`src/verilog/cpu_ctrl_cfg.svh`:
```
/*
 * constants of the mode and exception control block: status word fields,
 * mode codes, system register addresses, reset values, stack frame layout.
 * assumes inclusion by bare name from the design files.
 */
`ifndef CPU_CTRL_CFG_SVH
`define CPU_CTRL_CFG_SVH

// status word, lower halfword
`define PSW_C 0
`define PSW_Z 1
`define PSW_N 2
`define PSW_V 3
`define PSW_Q 4
`define PSW_L 5
`define PSW_T 14
`define PSW_R 15
// status word, upper halfword
`define PSW_GM 16
`define PSW_I0M 17
`define PSW_I3M 20
`define PSW_M_LSB 22
`define PSW_M_MSB 24
`define PSW_D 26
`define PSW_LO_WMASK 16'hc03f
`define PSW_WMASK 32'h05ff_c03f
`define PSW_RESET 32'h0040_0000

// mode codes held in the mode field
`define MODE_APP 3'h0
`define MODE_SUP 3'h1
`define MODE_INTERRUPT_LEVEL_ZERO 3'h2
`define MODE_INTERRUPT_LEVEL_THREE 3'h5
`define MODE_EXC 3'h6
`define MODE_NMI 3'h7
`define RANK_NONE 3'h7

// system register byte addresses
`define SYSREG_SR 10'h000
`define SYSREG_CONFIGURATION_WORD_ZERO 10'h100
`define CFG0_AR_LSB 13

// stack frame: word index 0..4 scratch group, 5 return address, 6 status
`define CTX_FULL_BASE 3'h0
`define CTX_SHORT_BASE 3'h5
`define CTX_IDX_RA 3'h5
`define CTX_IDX_PSW 3'h6
`define WORD_BYTES 32'h0000_0004
`define SP_RESET 32'h0000_1000

`endif

```
`src/verilog/cpu_ctrl_pkg.sv`:
```
/*
 * types shared by the mode and exception control block and its helpers.
 * assumes nothing beyond a SystemVerilog compiler.
 */
package cpu_ctrl_pkg;

    typedef enum logic [1:0] {SZ_BYTE, SZ_HALF, SZ_WORD, SZ_DWORD} access_size_type;

    typedef struct packed {
        logic valid;
        logic write;
        access_size_type size;
        logic [31:0] addr;
    } mem_access_type;

    typedef struct packed {
        logic valid;
        logic simd;
        logic cop;
        logic java;
        logic tlb;
        logic cache;
        logic privileged;
        logic scall;
        logic rete;
        logic rets;
        logic retd;
        logic mfsr;
        logic mtsr;
        logic [9:0] sysreg_addr;
        logic [31:0] sysreg_wdata;
    } instr_class_type;

    typedef enum logic [2:0] {
        CAUSE_NONE, CAUSE_UNIMPL, CAUSE_PRIV, CAUSE_ALIGN, CAUSE_PROT
    } exc_cause_type;

    typedef enum {ST_IDLE, ST_PUSH, ST_POP} seq_state_type;

endpackage

```
`src/verilog/mode_arbiter.sv`:
```
/*
 * picks the highest ranked pending request and says whether it may
 * preempt the running mode.  purely combinational.
 * assumes request inputs are held until serviced.
 */
`include "cpu_ctrl_cfg.svh"
`timescale 1ns/1ps
`default_nettype none

module mode_arbiter (
    // requests
    input wire logic nmi_req,
    input wire logic exc_req,
    input wire logic [3:0] irq_req,
    // masks and running mode
    input wire logic [3:0] irq_mask,
    input wire logic gm,
    input wire logic [2:0] cur_mode,
    // decision
    output logic take,
    output logic [2:0] sel_mode
);
    logic [3:0] eligible;
    logic [2:0] sel_rank;
    logic [2:0] cur_rank;

    genvar g;
    generate
        for (g = 0; g < 4; g++) begin : g_lvl
            assign eligible[g] = irq_req[g] & ~irq_mask[g] & ~gm;
        end
    endgenerate

    // modes 2..7 rank as 8-mode, so nmi=1 .. level zero=6
    assign cur_rank = (cur_mode >= `MODE_INTERRUPT_LEVEL_ZERO) ? 3'(4'h8 - {1'b0, cur_mode})
                                               : `RANK_NONE;

    always_comb begin
        sel_mode = `MODE_SUP;
        sel_rank = `RANK_NONE;
        for (int i = 0; i < 4; i++) begin
            if (eligible[i]) begin
                sel_mode = 3'(`MODE_INTERRUPT_LEVEL_ZERO + 3'(i));
                sel_rank = 3'(3'h6 - 3'(i));
            end
        end
        if (exc_req) begin
            sel_mode = `MODE_EXC;
            sel_rank = 3'h2;
        end
        if (nmi_req) begin
            sel_mode = `MODE_NMI;
            sel_rank = 3'h1;
        end
        take = sel_rank < cur_rank;
    end
endmodule // mode_arbiter

`default_nettype wire

```
`src/verilog/access_checker.sv`:
```
/*
 * data access checker: alignment, protection abort and doubleword split.
 * assumes the requester holds off while ls_busy_r is high.
 */
`include "cpu_ctrl_cfg.svh"
`timescale 1ns/1ps
`default_nettype none

module access_checker (
    // clock and reset
    input wire logic clk,
    input wire logic arst_n,
    input wire logic ce,
    // request
    input wire cpu_ctrl_pkg::mem_access_type acc,
    input wire logic privileged,
    input wire logic prot_hit,
    // issued access
    output logic dmem_valid_r,
    output logic dmem_write_r,
    output cpu_ctrl_pkg::access_size_type dmem_size_r,
    output logic [31:0] dmem_addr_r,
    output logic ls_busy_r,
    // faults
    output logic align_fault_r,
    output logic prot_fault_r
);
    import cpu_ctrl_pkg::*;

    logic misalign;

    always_comb begin
        case (acc.size)
            SZ_HALF: misalign = acc.addr[0];
            SZ_WORD: misalign = |acc.addr[1:0];
            SZ_DWORD: misalign = |acc.addr[1:0];
            default: misalign = 1'b0;
        endcase
    end

    always_ff @(posedge clk or negedge arst_n) begin
        if (!arst_n) begin
            dmem_valid_r <= 1'b0;
            dmem_write_r <= 1'b0;
            dmem_size_r <= SZ_BYTE;
            dmem_addr_r <= 32'h0000_0000;
            ls_busy_r <= 1'b0;
            align_fault_r <= 1'b0;
            prot_fault_r <= 1'b0;
        end else if (ce) begin
            align_fault_r <= 1'b0;
            prot_fault_r <= 1'b0;
            if (ls_busy_r) begin
                dmem_valid_r <= 1'b1;
                dmem_addr_r <= dmem_addr_r + `WORD_BYTES;
                ls_busy_r <= 1'b0;
            end else if (acc.valid && misalign) begin
                dmem_valid_r <= 1'b0;
                align_fault_r <= 1'b1;
            end else if (acc.valid && prot_hit && !privileged) begin
                dmem_valid_r <= 1'b0;
                prot_fault_r <= 1'b1;
            end else if (acc.valid) begin
                dmem_valid_r <= 1'b1;
                dmem_write_r <= acc.write;
                dmem_addr_r <= acc.addr;
                // a doubleword goes out as two word beats
                dmem_size_r <= (acc.size == SZ_DWORD) ? SZ_WORD : acc.size;
                ls_busy_r <= acc.size == SZ_DWORD;
            end else begin
                dmem_valid_r <= 1'b0;
            end
        end
    end
endmodule // access_checker

`default_nettype wire

```
`src/verilog/cpu_mode_exception_control.sv`:
```
/*
 * execution mode, exception and stacked context control of the core.
 * assumes a stack memory that answers with stk_ready (read data valid in the
 * same cycle) and a pipeline that stalls while busy_r is high.
 */
// Behaviour
// - interrupt entry pushes scratch group, any level
// - interrupt entry also pushes return address, status
// - interrupt return restores scratch, status, then resumes
// - no shadow banks, context lives on stack
// - exception or supervisor call saves status, return
// - exception and supervisor return instructions pop status and resume address
// - protected access aborted, exception taken
// - misaligned access faults; doubleword needs word
// - doubleword access split into two words
// - unimplemented instruction classes raise exception
// - read-only architecture revision in configuration word
// - status word lower flags, upper mode
// - status lower halfword resets to zero
// - mode priorities one to six
// - only higher priority preempts running mode
// - application mode restricted instructions, registers, memory
// - all other modes are privileged
// - supervisor mode after reset
// - debug state grants full privileged access
// - debug entry masks all interrupt levels
// - debug left by debug return, privileged status word move or stack return
// - system registers only via move instructions
`include "cpu_ctrl_cfg.svh"
`timescale 1ns/1ps
`default_nettype none

module cpu_mode_exception_control #(
    parameter logic [2:0] ARCH_REV = 3'h3,
    parameter logic COP_PRESENT = 1'b0,
    parameter logic [31:0] SP_INIT = `SP_RESET
) (
    // clock and reset
    input wire logic clk,
    input wire logic arst_n,
    input wire logic ce,
    // event sources
    input wire logic nmi_req,
    input wire logic [3:0] irq_req,
    input wire logic debug_req,
    // retiring instruction and its context
    input wire cpu_ctrl_pkg::instr_class_type instr,
    input wire logic [31:0] return_pc,
    input wire logic [4:0][31:0] scratch_gpr_group,
    input wire logic flags_wr,
    input wire logic [15:0] flags_wdata,
    input wire logic sp_wr,
    input wire logic [31:0] sp_wdata,
    // data access
    input wire cpu_ctrl_pkg::mem_access_type dacc,
    input wire logic prot_hit,
    output logic dmem_valid_r,
    output logic dmem_write_r,
    output cpu_ctrl_pkg::access_size_type dmem_size_r,
    output logic [31:0] dmem_addr_r,
    output logic ls_busy_r,
    // system stack memory
    output logic stk_valid_r,
    output logic stk_write_r,
    output logic [31:0] stk_addr_r,
    output logic [31:0] stk_wdata_r,
    input wire logic stk_ready,
    input wire logic [31:0] stk_rdata,
    // state and results
    output logic [31:0] processor_status_word_r,
    output logic [31:0] system_stack_pointer_r,
    output logic [31:0] sysreg_rdata_r,
    output logic busy_r,
    output logic ctx_enter_r,
    output logic [2:0] entry_mode_r,
    output cpu_ctrl_pkg::exc_cause_type exc_cause_r,
    output logic resume_r,
    output logic [31:0] resume_pc_r,
    output logic restore_valid_r,
    output logic [6:0][31:0] frame_r
);
    import cpu_ctrl_pkg::*;

    seq_state_type state_r;
    logic [2:0] idx_r;
    logic [2:0] base_r;
    logic exc_pend_r;
    logic [31:0] dbg_psw_r;
    logic [31:0] dbg_ra_r;

    logic [2:0] mode;
    logic dbg;
    logic priv;
    logic irq_mode;
    logic idle;
    logic sr_sel;
    logic unimpl;
    logic priv_viol;
    logic align_fault;
    logic prot_fault;
    logic take;
    logic [2:0] sel_mode;
    logic go_take;
    logic go_dbg;
    logic ins_ok;
    logic go_scall;
    logic go_ret;
    logic go_retd;
    logic go_push;
    logic push_full;
    logic seq_last;
    logic fin_push;
    logic fin_pop;

    assign mode = processor_status_word_r[`PSW_M_MSB:`PSW_M_LSB];
    assign dbg = processor_status_word_r[`PSW_D];
    assign priv = (mode != `MODE_APP) | dbg;
    assign irq_mode = (mode >= `MODE_INTERRUPT_LEVEL_ZERO) && (mode <= `MODE_INTERRUPT_LEVEL_THREE);
    assign idle = state_r == ST_IDLE;
    assign sr_sel = instr.sysreg_addr == `SYSREG_SR;

    assign unimpl = idle & instr.valid & (instr.simd | (instr.cop & ~COP_PRESENT)
                    | instr.java | instr.tlb | instr.cache);
    // the status word is the only system register open to application code
    assign priv_viol = idle & instr.valid & ~priv & (instr.privileged | instr.rete
                       | instr.rets | instr.retd
                       | ((instr.mfsr | instr.mtsr) & ~sr_sel));

    mode_arbiter u_arb (
        .nmi_req(nmi_req),
        .exc_req(exc_pend_r),
        .irq_req(irq_req),
        .irq_mask(processor_status_word_r[`PSW_I3M:`PSW_I0M]),
        .gm(processor_status_word_r[`PSW_GM]),
        .cur_mode(mode),
        .take(take),
        .sel_mode(sel_mode)
    );

    access_checker u_chk (
        .clk(clk),
        .arst_n(arst_n),
        .ce(ce),
        .acc(dacc),
        .privileged(priv),
        .prot_hit(prot_hit),
        .dmem_valid_r(dmem_valid_r),
        .dmem_write_r(dmem_write_r),
        .dmem_size_r(dmem_size_r),
        .dmem_addr_r(dmem_addr_r),
        .ls_busy_r(ls_busy_r),
        .align_fault_r(align_fault),
        .prot_fault_r(prot_fault)
    );

    // a preempting request beats debug entry, which beats the instruction
    assign go_take = ce & idle & take;
    assign go_dbg = ce & idle & ~take & debug_req & ~dbg;
    assign ins_ok = ce & idle & ~take & ~(debug_req & ~dbg) & instr.valid
                    & ~unimpl & ~priv_viol;
    assign go_scall = ins_ok & instr.scall;
    assign go_ret = ins_ok & (instr.rete | instr.rets);
    assign go_retd = ins_ok & instr.retd & dbg;
    assign go_push = go_take | go_scall;
    assign push_full = go_take && (sel_mode >= `MODE_INTERRUPT_LEVEL_ZERO) && (sel_mode <= `MODE_INTERRUPT_LEVEL_THREE);
    assign seq_last = stk_ready & (state_r == ST_PUSH ? idx_r == `CTX_IDX_PSW
                                                      : idx_r == base_r);
    assign fin_push = ce & (state_r == ST_PUSH) & seq_last;
    assign fin_pop = ce & (state_r == ST_POP) & seq_last;

    // stack sequencer; the stack pointer moves at each word issued
    always_ff @(posedge clk or negedge arst_n) begin
        if (!arst_n) begin
            state_r <= ST_IDLE;
            idx_r <= 3'h0;
            base_r <= 3'h0;
            busy_r <= 1'b0;
            frame_r <= '0;
            system_stack_pointer_r <= SP_INIT;
            stk_valid_r <= 1'b0;
            stk_write_r <= 1'b0;
            stk_addr_r <= 32'h0000_0000;
            stk_wdata_r <= 32'h0000_0000;
        end else if (ce) begin
            case (state_r)
                ST_IDLE: begin
                    if (go_push) begin
                        // frame has no hardware copy beyond this transfer buffer
                        frame_r <= {processor_status_word_r, return_pc,
                                    scratch_gpr_group};
                        base_r <= push_full ? `CTX_FULL_BASE : `CTX_SHORT_BASE;
                        idx_r <= push_full ? `CTX_FULL_BASE : `CTX_SHORT_BASE;
                        stk_wdata_r <= push_full ? scratch_gpr_group[0] : return_pc;
                        stk_valid_r <= 1'b1;
                        stk_write_r <= 1'b1;
                        stk_addr_r <= system_stack_pointer_r - `WORD_BYTES;
                        system_stack_pointer_r <= system_stack_pointer_r - `WORD_BYTES;
                        busy_r <= 1'b1;
                        state_r <= ST_PUSH;
                    end else if (go_ret) begin
                        // interrupt frames carry the scratch group, others do not
                        base_r <= (instr.rete && irq_mode) ? `CTX_FULL_BASE
                                                           : `CTX_SHORT_BASE;
                        idx_r <= `CTX_IDX_PSW;
                        stk_valid_r <= 1'b1;
                        stk_write_r <= 1'b0;
                        stk_addr_r <= system_stack_pointer_r;
                        system_stack_pointer_r <= system_stack_pointer_r + `WORD_BYTES;
                        busy_r <= 1'b1;
                        state_r <= ST_POP;
                    end else if (sp_wr) begin
                        system_stack_pointer_r <= sp_wdata;
                    end
                end
                ST_PUSH: begin
                    if (seq_last) begin
                        stk_valid_r <= 1'b0;
                        busy_r <= 1'b0;
                        state_r <= ST_IDLE;
                    end else if (stk_ready) begin
                        idx_r <= idx_r + 3'h1;
                        stk_wdata_r <= frame_r[idx_r + 3'h1];
                        stk_addr_r <= system_stack_pointer_r - `WORD_BYTES;
                        system_stack_pointer_r <= system_stack_pointer_r - `WORD_BYTES;
                    end
                end
                ST_POP: begin
                    if (stk_ready) begin
                        frame_r[idx_r] <= stk_rdata;
                    end
                    if (seq_last) begin
                        stk_valid_r <= 1'b0;
                        busy_r <= 1'b0;
                        state_r <= ST_IDLE;
                    end else if (stk_ready) begin
                        idx_r <= idx_r - 3'h1;
                        stk_addr_r <= system_stack_pointer_r;
                        system_stack_pointer_r <= system_stack_pointer_r + `WORD_BYTES;
                    end
                end
                default: begin
                    state_r <= ST_IDLE;
                    stk_valid_r <= 1'b0;
                    busy_r <= 1'b0;
                end
            endcase
        end
    end

    // exception pending latch; a new fault wins over the clear
    always_ff @(posedge clk or negedge arst_n) begin
        if (!arst_n) begin
            exc_pend_r <= 1'b0;
            exc_cause_r <= CAUSE_NONE;
        end else if (ce) begin
            if (unimpl | priv_viol | align_fault | prot_fault) begin
                exc_pend_r <= 1'b1;
                if (unimpl) begin
                    exc_cause_r <= CAUSE_UNIMPL;
                end else if (priv_viol) begin
                    exc_cause_r <= CAUSE_PRIV;
                end else if (align_fault) begin
                    exc_cause_r <= CAUSE_ALIGN;
                end else begin
                    exc_cause_r <= CAUSE_PROT;
                end
            end else if (go_take && sel_mode == `MODE_EXC) begin
                exc_pend_r <= 1'b0;
            end
        end
    end

    // status word
    always_ff @(posedge clk or negedge arst_n) begin
        if (!arst_n) begin
            processor_status_word_r <= `PSW_RESET;
            dbg_psw_r <= 32'h0000_0000;
            dbg_ra_r <= 32'h0000_0000;
        end else if (ce) begin
            if (go_take) begin
                processor_status_word_r[`PSW_M_MSB:`PSW_M_LSB] <= sel_mode;
            end else if (go_scall) begin
                processor_status_word_r[`PSW_M_MSB:`PSW_M_LSB] <= `MODE_SUP;
            end else if (fin_pop) begin
                processor_status_word_r <= frame_r[`CTX_IDX_PSW];
            end else if (go_dbg) begin
                dbg_psw_r <= processor_status_word_r;
                dbg_ra_r <= return_pc;
                processor_status_word_r[`PSW_D] <= 1'b1;
                processor_status_word_r[`PSW_I3M:`PSW_I0M] <= 4'hf;
            end else if (go_retd) begin
                processor_status_word_r <= dbg_psw_r;
            end else if (ins_ok && instr.mtsr && sr_sel) begin
                if (priv) begin
                    processor_status_word_r <= (instr.sysreg_wdata & `PSW_WMASK)
                        | (processor_status_word_r & ~`PSW_WMASK);
                end else begin
                    // application code reaches the flag halfword only
                    processor_status_word_r[15:0] <= instr.sysreg_wdata[15:0]
                        & `PSW_LO_WMASK;
                end
            end else if (flags_wr) begin
                processor_status_word_r[15:0] <= flags_wdata & `PSW_LO_WMASK;
            end
        end
    end

    // system register reads
    always_ff @(posedge clk or negedge arst_n) begin
        if (!arst_n) begin
            sysreg_rdata_r <= 32'h0000_0000;
        end else if (ce && ins_ok && instr.mfsr) begin
            case (instr.sysreg_addr)
                `SYSREG_SR: sysreg_rdata_r <= priv ? processor_status_word_r
                    : {16'h0000, processor_status_word_r[15:0]};
                `SYSREG_CONFIGURATION_WORD_ZERO: sysreg_rdata_r <= 32'(ARCH_REV) << `CFG0_AR_LSB;
                default: sysreg_rdata_r <= 32'h0000_0000;
            endcase
        end
    end

    // context event reporting
    always_ff @(posedge clk or negedge arst_n) begin
        if (!arst_n) begin
            ctx_enter_r <= 1'b0;
            entry_mode_r <= `MODE_SUP;
            resume_r <= 1'b0;
            resume_pc_r <= 32'h0000_0000;
            restore_valid_r <= 1'b0;
        end else if (ce) begin
            ctx_enter_r <= fin_push;
            resume_r <= fin_pop | go_retd;
            restore_valid_r <= fin_pop && base_r == `CTX_FULL_BASE;
            if (go_push) begin
                entry_mode_r <= go_take ? sel_mode : `MODE_SUP;
            end
            if (fin_pop) begin
                resume_pc_r <= (base_r == `CTX_SHORT_BASE) ? stk_rdata
                                                          : frame_r[`CTX_IDX_RA];
            end else if (go_retd) begin
                resume_pc_r <= dbg_ra_r;
            end
        end
    end
endmodule // cpu_mode_exception_control

`default_nettype wire

```
`config.mk`:
```
export PLATFORM = sky130hd
export DESIGN_NAME = cpu_mode_exception_control
export DESIGN_NICKNAME = d
export VERILOG_FILES = /design/src/verilog/cpu_ctrl_pkg.sv /design/src/verilog/mode_arbiter.sv /design/src/verilog/access_checker.sv /design/src/verilog/cpu_mode_exception_control.sv
export VERILOG_INCLUDE_DIRS = /design/src /design/src/verilog
export SDC_FILE = /design/constraint.sdc
export NUM_CORES = 1
export LEC_CHECK = 0
export BUFFER_PORTS_ARGS = -buffer_cell sky130_fd_sc_hd__clkbuf_2
export CAP_MARGIN = 20
export CORE_AREA = 5 5 324 326
export CTS_BUF_LIST = sky130_fd_sc_hd__clkbuf_8
export DETAILED_ROUTE_END_ITERATION = 10
export DIE_AREA = 0 0 329 331
export GPL_TIMING_DRIVEN = 0
export PLACE_DENSITY = 0.57
export SETUP_SLACK_MARGIN = 0.3
export SYNTH_ARGS = -nofsm -noshare
export SYNTH_HDL_FRONTEND = slang
export SYNTH_SLANG_ARGS = --single-unit
```
`constraint.sdc`:
```
create_clock -name clk -period 4.1 [get_ports clk]
set_clock_uncertainty 0.2 [all_clocks]
set_input_delay 0.41 -clock clk [delete_from_list [all_inputs] [get_ports clk]]
set_output_delay 0.41 -clock clk [all_outputs]
set_load 0.01 [all_outputs]
```
== Word-level counts from Yosys, hierarchy flattened ==
Index checks and enable logic that the tools add are counted.

* Input bits: 376
* Flip-flop bits (word level): 569
* Logic and storage cells: 300

* Reductions and logical operators: 54
* Bitwise operators: 67
* Mux-type cells: 105
* $add $sub $neg: 6
* Order comparisons: 8
* Equality and inequality tests: 24

{| class="wikitable"
|+ Operators by type and width
! kind !! number
|-
| $mux W32 || 30
|-
| $mux W224 || 2
|-
| $pmux W224 S2 || 1
|-
| $bwmux W224 || 1
|-
| $pmux W32 S2 || 3
|-
| $pmux W32 S3 || 2
|-
| $bmux W32 S3 || 1
|-
| $demux W32 S3 || 1
|-
| $mux W16 || 5
|-
| $mux W3 || 24
|-
| $add A32 B3 Y32 const B || 2
|-
| $eq A32 B2 Y1 const B || 2
|-
| $logic_not A32 Y1 || 2
|-
| $and A1 B1 Y1 || 32
|-
| $eq A32 B1 Y1 const B || 1
|-
| $eq A32 B3 Y1 const B || 1
|-
| $or A27 B32 Y32 || 1
|-
| $sub A32 B3 Y32 const B || 1
|-
| $reduce_and A5 Y1 || 5
|-
| $mux W1 || 23
|-
| $not A1 Y1 || 18
|-
| $mux W17 || 1
|-
| $or A1 B1 Y1 || 16
|-
| $logic_and A1 B1 Y1 || 14
|-
| other kinds (36) || 75
|}

== Longest topological paths before layout ==
Gate-level depths: netlist of run 1.

* Depth after elaboration: 24
* Depth in mapped cells: 15

== Cells and area by module ==
Synthesis of run 1 repeated with hierarchy kept, for this count alone.

* Cells, all modules: 3458
* Area total of the unflattened synthesis: 30840.8 sq um

{| class="wikitable"
|+ By module, submodules not included
! module !! cells each !! instances !! area each (sq um)
|-
| cpu_mode_exception_control || 3140 || 1 || 28257.1
|-
| access_checker || 283 || 1 || 2359.8
|-
| mode_arbiter || 35 || 1 || 224.0
|}

== Worst setup path after synthesis of run 1 ==
OpenSTA, ideal clock, no wires.

* Kind: flip-flop to flip-flop
* Start point: reg processor_status_word_r[22]
* End point: reg dbg_ra_r[10]
* Path buffers: 2
* Setup slack: 228 ps
* Cell stages (with the launch flop): 13
* Data arrival time: 3547 ps
* Required time: 3775 ps
* Cells stage by stage: dfstp_2 > inv_1 > ha_1 > ha_1 > nor2_1 > ha_1 > o2bb2ai_1 > nor4_2 > a211oi_1 > nand2_1 > buf_1 > clkbuf_1 > mux2_2

* Longest elaborated chain between the ends: 12

{| class="wikitable"
|+ RTL lines
! what !! RTL line !! RTL
|-
| start: declaration || cpu_mode_exception_control.sv:70 || <nowiki>output logic [31:0] processor_status_word_r,</nowiki>
|-
| start signal: assignment || cpu_mode_exception_control.sv:276 || <nowiki>processor_status_word_r <= `PSW_RESET;</nowiki>
|-
| start signal: indexed assignment || cpu_mode_exception_control.sv:281 || <nowiki>processor_status_word_r[`PSW_M_MSB:`PSW_M_LSB] <= sel_mode;</nowiki>
|-
| start signal: indexed assignment || cpu_mode_exception_control.sv:283 || <nowiki>processor_status_word_r[`PSW_M_MSB:`PSW_M_LSB] <= `MODE_SUP;</nowiki>
|-
| $sub A1 B3 Y3 / $ge A3 B2 Y1 (equally long branches) || - ||
|-
| $mux W3 (no source line) || - ||
|-
| $lt A3 B3 Y1 || mode_arbiter.sv:55 || <nowiki>take = sel_rank < cur_rank;</nowiki>
|-
| $not A1 Y1 || cpu_mode_exception_control.sv:158, cpu_mode_exception_control.sv:159 ||
|-
| $and A1 B1 Y1 || cpu_mode_exception_control.sv:158, cpu_mode_exception_control.sv:159 ||
|-
| $and A1 B1 Y1 (2 in series) || cpu_mode_exception_control.sv:159 || <nowiki>assign ins_ok = ce & idle & ~take & ~(debug_req & ~dbg) & instr.valid</nowiki>
|-
| $and A1 B1 Y1 (2 in series) || cpu_mode_exception_control.sv:160 || <nowiki>& ~unimpl & ~priv_viol;</nowiki>
|-
| $and A1 B1 Y1 || cpu_mode_exception_control.sv:161 || <nowiki>assign go_scall = ins_ok & instr.scall;</nowiki>
|-
| $not A1 Y1 (no source line) || - ||
|-
| $reduce_and A5 Y1 (no source line) (*) || - ||
|-
| end signal: assignment || cpu_mode_exception_control.sv:288 || <nowiki>dbg_ra_r <= return_pc;</nowiki>
|-
| end: declaration || cpu_mode_exception_control.sv:89 || <nowiki>logic [31:0] dbg_ra_r;</nowiki>
|}

Every way passes the cells marked *; elsewhere a longest branch is shown, timed or not.
A chain may end at the register's enable or synchronous reset.

== Worst setup path in the final report of run 1 ==
* Start point: reg system_stack_pointer_r[2]
* End point: reg system_stack_pointer_r[20]

* Longest elaborated chain between the ends: 4

{| class="wikitable"
|+ RTL lines
! what !! RTL line !! RTL
|-
| start: declaration || cpu_mode_exception_control.sv:71 || <nowiki>output logic [31:0] system_stack_pointer_r,</nowiki>
|-
| start signal: assignment || cpu_mode_exception_control.sv:197 || <nowiki>system_stack_pointer_r <= system_stack_pointer_r - `WORD_BYTES;</nowiki>
|-
| start signal: assignment || cpu_mode_exception_control.sv:208 || <nowiki>system_stack_pointer_r <= system_stack_pointer_r + `WORD_BYTES;</nowiki>
|-
| start signal: assignment || cpu_mode_exception_control.sv:212 || <nowiki>system_stack_pointer_r <= sp_wdata;</nowiki>
|-
| $add A32 B3 Y32 (no source line) / $sub A32 B3 Y32 (equally long branches) || - ||
|-
| $mux W32 (on tied branches) || cpu_mode_exception_control.sv:235, cpu_mode_exception_control.sv:200, cpu_mode_exception_control.sv:220 ||
|-
| $mux W32 (on tied branches) || cpu_mode_exception_control.sv:231, cpu_mode_exception_control.sv:187, cpu_mode_exception_control.sv:216 ||
|-
| $pmux W32 S3 (*) || cpu_mode_exception_control.sv:185 || <nowiki>case (state_r)</nowiki>
|}

Every way passes the cells marked *; elsewhere a longest branch is shown, timed or not. The select of a mux whose other input is x is not followed.

==> summary.md, run 1 <==
| Metric | Value |
|---|---|
| Post-DR wirelength/cell | `~30 microns` |
| First-pass GRT wire length | `around 250,000 microns` |
| Min Hold Slack | `approximately 0.05 ns` |
| Clock Latency Late Sink | `just under 0.8 ns` |
| Avg Vias per Cell | `between 5 and 6` |
| Post-synth ARST share | `1.00` |
| Largest stage delay on the critical path | `between 0.5 and 0.6 ns` |
| Die height | `about 330 microns` |
| Setup violators final | `0` |
| GP Congestion | `approximately 1` |
| Final instance area | `about 43,000 sq um` |
| Clk buf depth | `3` |
| Post-synth top flop | `dfrtp_1` |
| DR vias | `around 34,000` |
| Crit path from | `system_stack_pointer_r[2]` |
| Maximum fanout along the worst path | `10` |
| Sink Count | `roughly 540` |
| GRT overflow | `0` |
| Largest cells by area after synthesis | `dfrtp_1 45%, o21ai_0 6.2%, nand2_1 5.9%` |
| Leakage Power | `between 15 and 20 nW` |
| Post-route ant nets | `0` |
| Proportion of layout cells with a drive suffix above 1 | `0.310` |
| Ys Warns | `0` |
| # IOs | `between 800 and 900` |
| Area Growth Syn to Fin | `43.6%` |
| RSZ-0062 raised after global routing | `true` |
| CTS root buf | `clkbuf_8` |
| Die area | `109,000 sq um` |
| Synthesized area per cell | `about 9.4 sq um` |
| Final worst path period share | `0.962` |
| CP max-delay cell | `clkbuf_1` |
| Layout net count | `4,868` |
| Drt first pass iters | `8` |
| Worst endpoint required time | `4.52 ns` |
| Total Routing Usage GR | `0.316` |
| Crit path DAT | `around 4.4 ns` |
| Largest net degree at the start of global routing | `approximately 110` |
| Pre-CTS setup slack | `-1.48 ns` |
| Status | `finished clean` |
| Syn Nets | `between 3,000 and 4,000` |
| CP most frequent cell | `clkbuf_1` |
| CP Buf/Inv Count | `3` |
| Final wirelength | `180,000 microns` |
| CTS tree | `built` |
| Commonest non-fill, non-tap cell in the layout | `clkbuf_2` |
| CP cell instances | `clkbuf_1 > inv_1 > ha_1 > nor3b_4 > nand4_1 > clkbuf_1 > nor2_1 > a22o_1 > a2111oi_0 > o32ai_1` |
| Worst setup SP type | `flip-flop` |
| Starting DRT DRC Count | `3,650` |
| Power, Total | `between 30 and 40 mW` |
| Num CTS Buffers | `about 110` |
| Slew @ Worst Pin | `between 1 and 1.5 ns` |
| Yosys reg bits | `537` |
| Pins Over Slew Limit | `0` |
| Core Box Area | `a little over 100,000 sq um` |
| CTS clk-pin slew, worst paths | `0.06 ns` |
| Top-area cell type share of the netlist area | `0.451` |
| Hold_sp | `instr[42]` |
| Final hold vios | `0` |
| Die X | `about 330 microns` |
| Num rows | `roughly 120` |
| Slew HR | `0.198` |
| Area leader, netlist | `dfrtp_1` |
| Max Cap Viol | `0` |
| Proportion of synthesized chip area in sequential cells | `0.454` |
| Worst setup path category | `flip-flop to flip-flop` |
| Setup TNS | `0 ns` |
| Fin crit period | `around 4 ns` |
| Number of global-route vias before repair | `~33,000` |
| CP top delay family | `buffers and inverters` |
| Synth unique cells | `just under 90` |
| Post-Synthesis Cells | `3,163` |
| Initial antenna violation count | `16` |
| Pwr per Cell Area | `811 nW/um^2` |
| Post-detailed-route DRC marker count | `0` |
| Placed Area | `roughly 36,000 sq um` |
| Final setup margin | `roughly 0.16 ns` |
| Dpl hpwl | `approximately 140,000 microns` |
| CTS HTree Levels | `3` |
| Worst min-delay path class | `primary input to flip-flop` |
| Number of synthesized flops with an enable pin | `0` |
| Beginning of the worst register-to-register path | `system_stack_pointer_r[2]` |
| I/O Buffers | `between 800 and 900` |
| Initial Util | `0.292` |
| Synth Cell Area | `~30,000 sq um` |
| Most frequent cells in the layout | `860 x clkbuf_2, 534 x dfrtp_1, 458 x nand2_1, 356 x o21ai_0, 338 x dlygate4sd3_1` |
| Peak Freq | `about 250 MHz` |
| VDD IR-drop max | `between 0.0003 and 0.0004 V` |
| Crit. End Element | `flip-flop` |
power by group:
part           total [mW]  switching (mW)  internal, mW
Sequential           9.69            2.37          7.33
Clock                5.72            2.70          3.02
Combinational        19.1            12.3          6.80
Total                34.5            17.4          17.1
per-layer routing:
| metal | vias to the layer above | share of wire | GRT usage |
|---|---|---|---|
| met4 | 8 | 0.054 | 0.141 |
| met5 | - | 0.00031 | 0 |
| met1 | 16800 | 0.40 | 0.408 |
| met3 | 514 | 0.096 | 0.0785 |
| met2 | 2096 | 0.45 | 0.504 |
| li1 | 14500 | - | - |
timing repair:
action | 4_1_cts | 5_1_grt
pin swaps | 12 | 20
gates resized for setup | 237 | 156
hold endpoints to repair | 765 | 0
endpoints found under the setup margin | 474 | 450
hold buffers | 339 | 0
setup buffers | 17 | 14
gates cloned | 0 | 1
tightest hold or removal path, cell delays in order:
cell      delay (ns)
clkbuf_2        0.10
nand4_1         0.17
nor2_2          0.16
nand2_1         0.10
a31oi_1         0.07
Yosys cell counts, drive strengths merged (8+ instances only):
cell type	n
dfrtp	534
nand2	466
o21ai	369
clkbuf	224
a22oi	136
nor2	131
a21oi	130
mux2	124
a21boi	91
nand3	76
mux2i	74
a31oi	65
buf	51
o221ai	51
o22ai	50
a211oi	49
nor2b	40
nor3	36
inv	33
mux4	32
and3	31
xnor2	28
o31ai	27
nand4	22
nor4	20
a221o	19
xor2	19
or3	16
ha	14
nand2b	14
o211ai	14
a21o	13
a22o	13
a221oi	11
o2111ai	11
or4	10
o2bb2ai	8
o31a	8
registers in the layout, summed over array words and instances (netlist names), 2 cells and up:
register	flops
processor_status_word_r	32
dbg_psw_r	32
u_chk.dmem_addr_r	32
dbg_ra_r	32
resume_pc_r	32
exc_cause_r	3
stk_addr_r	32
sysreg_rdata_r	32
system_stack_pointer_r	32
stk_wdata_r	32
u_chk.dmem_size_r	2
entry_mode_r	3
idx_r	3
state_r	2
frame_r	224
metrics by stage:
step                cells  utilization
floorplan            3163            -
global placement     5349        0.349
detailed placement   5368        0.353
CTS                  5913        0.415
global route         5933        0.419
finish               5943        0.419
final timing paths:
| path | to | slack [ns] | cells past startpoint |
|---|---|---|---|
| worst max-delay path | system_stack_pointer_r[20] | 0.16 | 10 |
| worst min-delay path | processor_status_word_r[0] | 0.05 | 5 |
| worst max register to register | system_stack_pointer_r[20] | 0.16 | 10 |
| worst min register to register | sysreg_rdata_r[28] | 0.28 | 2 |
| max in group asynchronous | stk_wdata_r[6] | 2.21 | 5 |
| min in group asynchronous | stk_addr_r[24] | 0.16 | 3 |
layout make-up:
type / count / area [sq um]
diodes: 15 / 37.5
repair buffers: 1208 / 8070
clock inverters: 68 / 472
fillers: 10300 / 58900
multi-input cells: 2316 / 15500
clock buffers: 121 / 1670
well taps: 1368 / 1710
inverters: 35 / 133
flip-flops and latches: 537 / 13400
plain buffers: 275 / 1540
logic make-up (layout without fill, tap and decap cells):
logic type	after synthesis	in the layout	share of synthesized area
simple gates	896	896	0.138
buf+inv	310	1707	0.0412
other cells	0	15	0
flops	537	537	0.454
compound gates	1129	1129	0.250
xor+xnor	47	47	0.0139
mux	230	230	0.0975
fa+ha+maj	14	14	0.00591
Note: power is estimated with default switching activity, not from simulation.
==> inputs of run 2 (changes only) <==
Settings changed: ABC_AREA set to 1, CORE_AREA 5 5 324 326 to 5 5 325 327, DIE_AREA 0 0 329 331 to 0 0 330 332, PLACE_DENSITY 0.57 to 0.58.
==> run 2 against run 1 <==
Global-route usage rose by 4.0 points; clock power rose by 2%; utilization rose by 0.70 points; largest power group unchanged.
==> summary.md, run 2 <==
| Metric | Value |
|---|---|
| Compound-cell area share of the yosys netlist | `0.213 (-0.0364)` |
| Starting DRT DRC Count | `4,589 (+26%)` |
| Final wirelength | `204,000 microns (+13%)` |
| GP Congestion | `1.03 (+3.7%)` |
| RSZ-0062 raised after global routing | `true` |
| Top-area cell type share of the netlist area | `0.424 (-0.0269)` |
| Clk buf depth | `3 (unchanged)` |
| Initial antenna violation count | `30 (+14)` |
| I/O Buffers | `818 (unchanged)` |
| Number of global-route vias before repair | `36,700 (+9.9%)` |
| Synth unique cells | `50 (-43%)` |
| Max FFs per register | `224 (unchanged)` |
| Maximum fanout along the worst path | `10 (unchanged)` |
| FF/Latch Area | `13,400 sq um (about the same)` |
| Post-detailed-route DRC marker count | `0 (unchanged)` |
| Worst endpoint required time | `4.61 ns (+0.09 ns)` |
| Proportion of synthesized area in mux cells | `0 (-0.0975)` |
| Post-synth top flop | `dfrtp_1` |
| Leakage Power | `22.3 nW (+16%)` |
| Yosys reg bits | `537 (unchanged)` |
| Crit. End Element | `flip-flop` |
| Num CTS Buffers | `104 (-0.95%)` |
| Post-route ant nets | `0 (unchanged)` |
| Area Growth Syn to Fin | `38.9%` |
| CTS tree | `built` |
| Die area | `110,000 sq um (+0.61%)` |
| Number of synthesized flops with an enable pin | `0 (unchanged)` |
| Setup violators final | `0 (unchanged)` |
| Synth Cell Area | `31,500 sq um (+6.3%)` |
| Pwr per Cell Area | `810 nW/um^2 (-0.21%)` |
| Clock Latency Late Sink | `0.80 ns (about the same)` |
| CTS root buf | `clkbuf_8` |
| Total Routing Usage GR | `0.356 (+0.0404)` |
| Core Box Area | `103,000 sq um (+1.1%)` |
| Most frequent cells in the layout | `1,328 x nand2_1, 842 x clkbuf_2, 533 x dfrtp_1, 345 x dlygate4sd3_1, 340 x inv_1` |
| Synth Area in Simple Gates | `0.253 (+0.115)` |
| Final hold vios | `0 (unchanged)` |
| Proportion of synthesized chip area in sequential cells | `0.427 (-0.0270)` |
| Layout net count | `5,884 (+21%)` |
| Fin crit period | `3.78 ns (-0.167 ns)` |
| Final worst path period share | `0.921 (-0.0406)` |
| Syn Nets | `4,584 (+29%)` |
| Max Cap Viol | `0 (unchanged)` |
| Initial Util | `0.307 (+0.0150)` |
| CTS HTree Levels | `3 (unchanged)` |
| Post-DR wirelength/cell | `29.2 microns (-3.6%)` |
| Largest net degree at the start of global routing | `101 (-3.8%)` |
| Worst setup SP type | `flip-flop` |
| Worst min-delay path class | `primary input to asynchronous set/reset pin` |
| Die height | `332 microns (+0.30%)` |
| Drt first pass iters | `6 (-2)` |
| Largest family of logic cells by synthesized area | `simple AND/OR/NAND/NOR gates` |
| Fillcell total | `10,700 (+4.5%)` |
| Slew HR | `0.171 (-0.0269)` |
| Area leader, netlist | `dfrtp_1` |
| Avg Vias per Cell | `5.51 (-3.5%)` |
| Worst setup path category | `flip-flop to flip-flop` |
| Largest cells by area after synthesis | `dfrtp_1 42%, nand2_1 16%, o21ai_2 6.2%` |
| Power, Total | `35.4 mW (+2.6%)` |
| Num rows | `118 (+0.85%)` |
| Slew @ Worst Pin | `1.24 ns (+0.0447 ns)` |
| Status | `finished clean` |
| Layout Utilization | `0.426 (+0.00700)` |
| GRT overflow | `0 (unchanged)` |
| First-pass GRT wire length | `280,000 microns (+13%)` |
| Peak Freq | `265 MHz (+4.4%)` |
| VDD IR-drop max | `0.000309 V (-13%)` |
| Pins Over Slew Limit | `0 (unchanged)` |
| Largest reg by FF count | `frame_r` |
| DR vias | `38,500 (+13%)` |
| Synthesized area per cell | `7.51 sq um (-20%)` |
| Commonest non-fill, non-tap cell in the layout | `nand2_1` |
| Dpl hpwl | `157,000 microns (+13%)` |
| Count leader, synth | `nand2_1` |
| Sink Count | `537 (unchanged)` |
| CTS clk-pin slew, worst paths | `0.07 ns (about the same)` |
| Die X | `330 microns (+0.30%)` |
| Crit path DAT | `4.29 ns (-0.08 ns)` |
| Reg2Reg Depth | `11 (+1)` |
| # IOs | `841 (unchanged)` |
| Post-Synthesis Cells | `4,194 (+33%)` |
| Proportion of layout cells with a drive suffix above 1 | `0.250 (-0.0597)` |
| Synth cell count leaders | `1,334 x nand2_1, 534 x dfrtp_1, 322 x nor2_1` |
| Adder-Cell Fraction of Synth Area | `0.00556 (-0.000352)` |
| XOR/XNOR Fraction of Synth Area | `0.0186 (+0.00473)` |
| Ys Warns | `0 (unchanged)` |
| Area of the multi-input gates | `15,600 sq um (+0.70%)` |
| Post-synth ARST share | `1.00 (unchanged)` |
run 2: cell count changes in the layout (fill, tap and decap cells not counted), moves of 43 or more:
cell      before   now
o21ai_2        3   224
inv_1         71   340
nor2_1       123   315
xor2_1        19    62
mux2_2       116     0
a21oi_1      126   186
mux2i_1       74     0
nand2_1      458  1328
a21boi_0      91     0
nand3_1       73   225
o21ai_0      356   284
a211oi_1      46     0
run 2: power breakdown:
part	switching, mW	total, mW	internal (mW)
clock	2.73	5.82	3.09
combinational	14.0	20.0	5.91
sequential	2.38	9.65	7.27
run 2: cell type report:
cell class,count,area share
Antenna cell,30,0.00172
Buffer,281,0.0350
Clock buffer,135,0.0425
Clock inverter,53,0.00749
Inverter,318,0.0274
Multi-Input combinational cell,3059,0.356
Sequential cell,537,0.307
Tap cell,1380,0.0395
Timing Repair Buffer,1193,0.183
run 2: metal layers:
layer	part of all wire	wire length [microns]	GRT usage
met1	0.39	80200	0.459
met2	0.43	87500	0.535
met3	0.11	23300	0.114
met4	0.063	12900	0.185
met5	0.00048	97	0
run 2: kinds of logic after synthesis:
group           count (synthesis)
buf+inv                       599
simple gates                 1966
flops                         537
xor+xnor                       67
compound gates               1011
fa+ha+maj                      14
run 2: worst paths after layout:
kind,start,end,slack [ns]
hold reg to reg,dbg_psw_r[13],dbg_psw_r[13],0.27
max in group asynchronous,arst_n,u_chk.dmem_addr_r[9],2.30
setup reg to reg,idx_r[0],stk_wdata_r[1],0.32
min in group clk,instr[48],exc_cause_r[2],0.08
setup / recovery,idx_r[0],stk_wdata_r[1],0.32
hold / removal,arst_n,sysreg_rdata_r[3],0.03
run 2: through the flow:
stage | setup TNS [ns] | instances | instance area [sq um] | setup WS (ns) | hold slack [ns]
global placement | -6174.01 | 6392 | 37300 | -11.44 | 0.251
detailed placement | -125.75 | 6398 | 37500 | -1.62 | 0.224
global route | 0 | 6968 | 43700 | 0.291 | 0.0564
floorplan | 0 | 4194 | 31500 | 0.915 | -0.0856
CTS | 0 | 6937 | 43300 | 0.201 | 0.00620
finish | 0 | 6986 | 43700 | 0.322 | 0.0342
run 2: worst max-delay path, cell delays in order, from the launching register on:
cell,delay (ns)
dfrtp_1,0.40
clkbuf_2,0.23
inv_2,0.21
clkbuf_1,0.69
buf_1,0.91
a21oi_1,0.14
o21ai_0,0.11
o21ai_0,0.32
a22oi_1,0.29
nand2_1,0.08
nand2_1,0.06
nand2_1,0.05
run 2: what timing repair did:
action,in CTS,in global routing
setup buffers,5,18
resized for setup,57,69
endpoints found under the setup margin,473,435
hold buffers,346,0
endpoints found under the hold margin,526,0
cloned,0,1
pin swaps,7,10
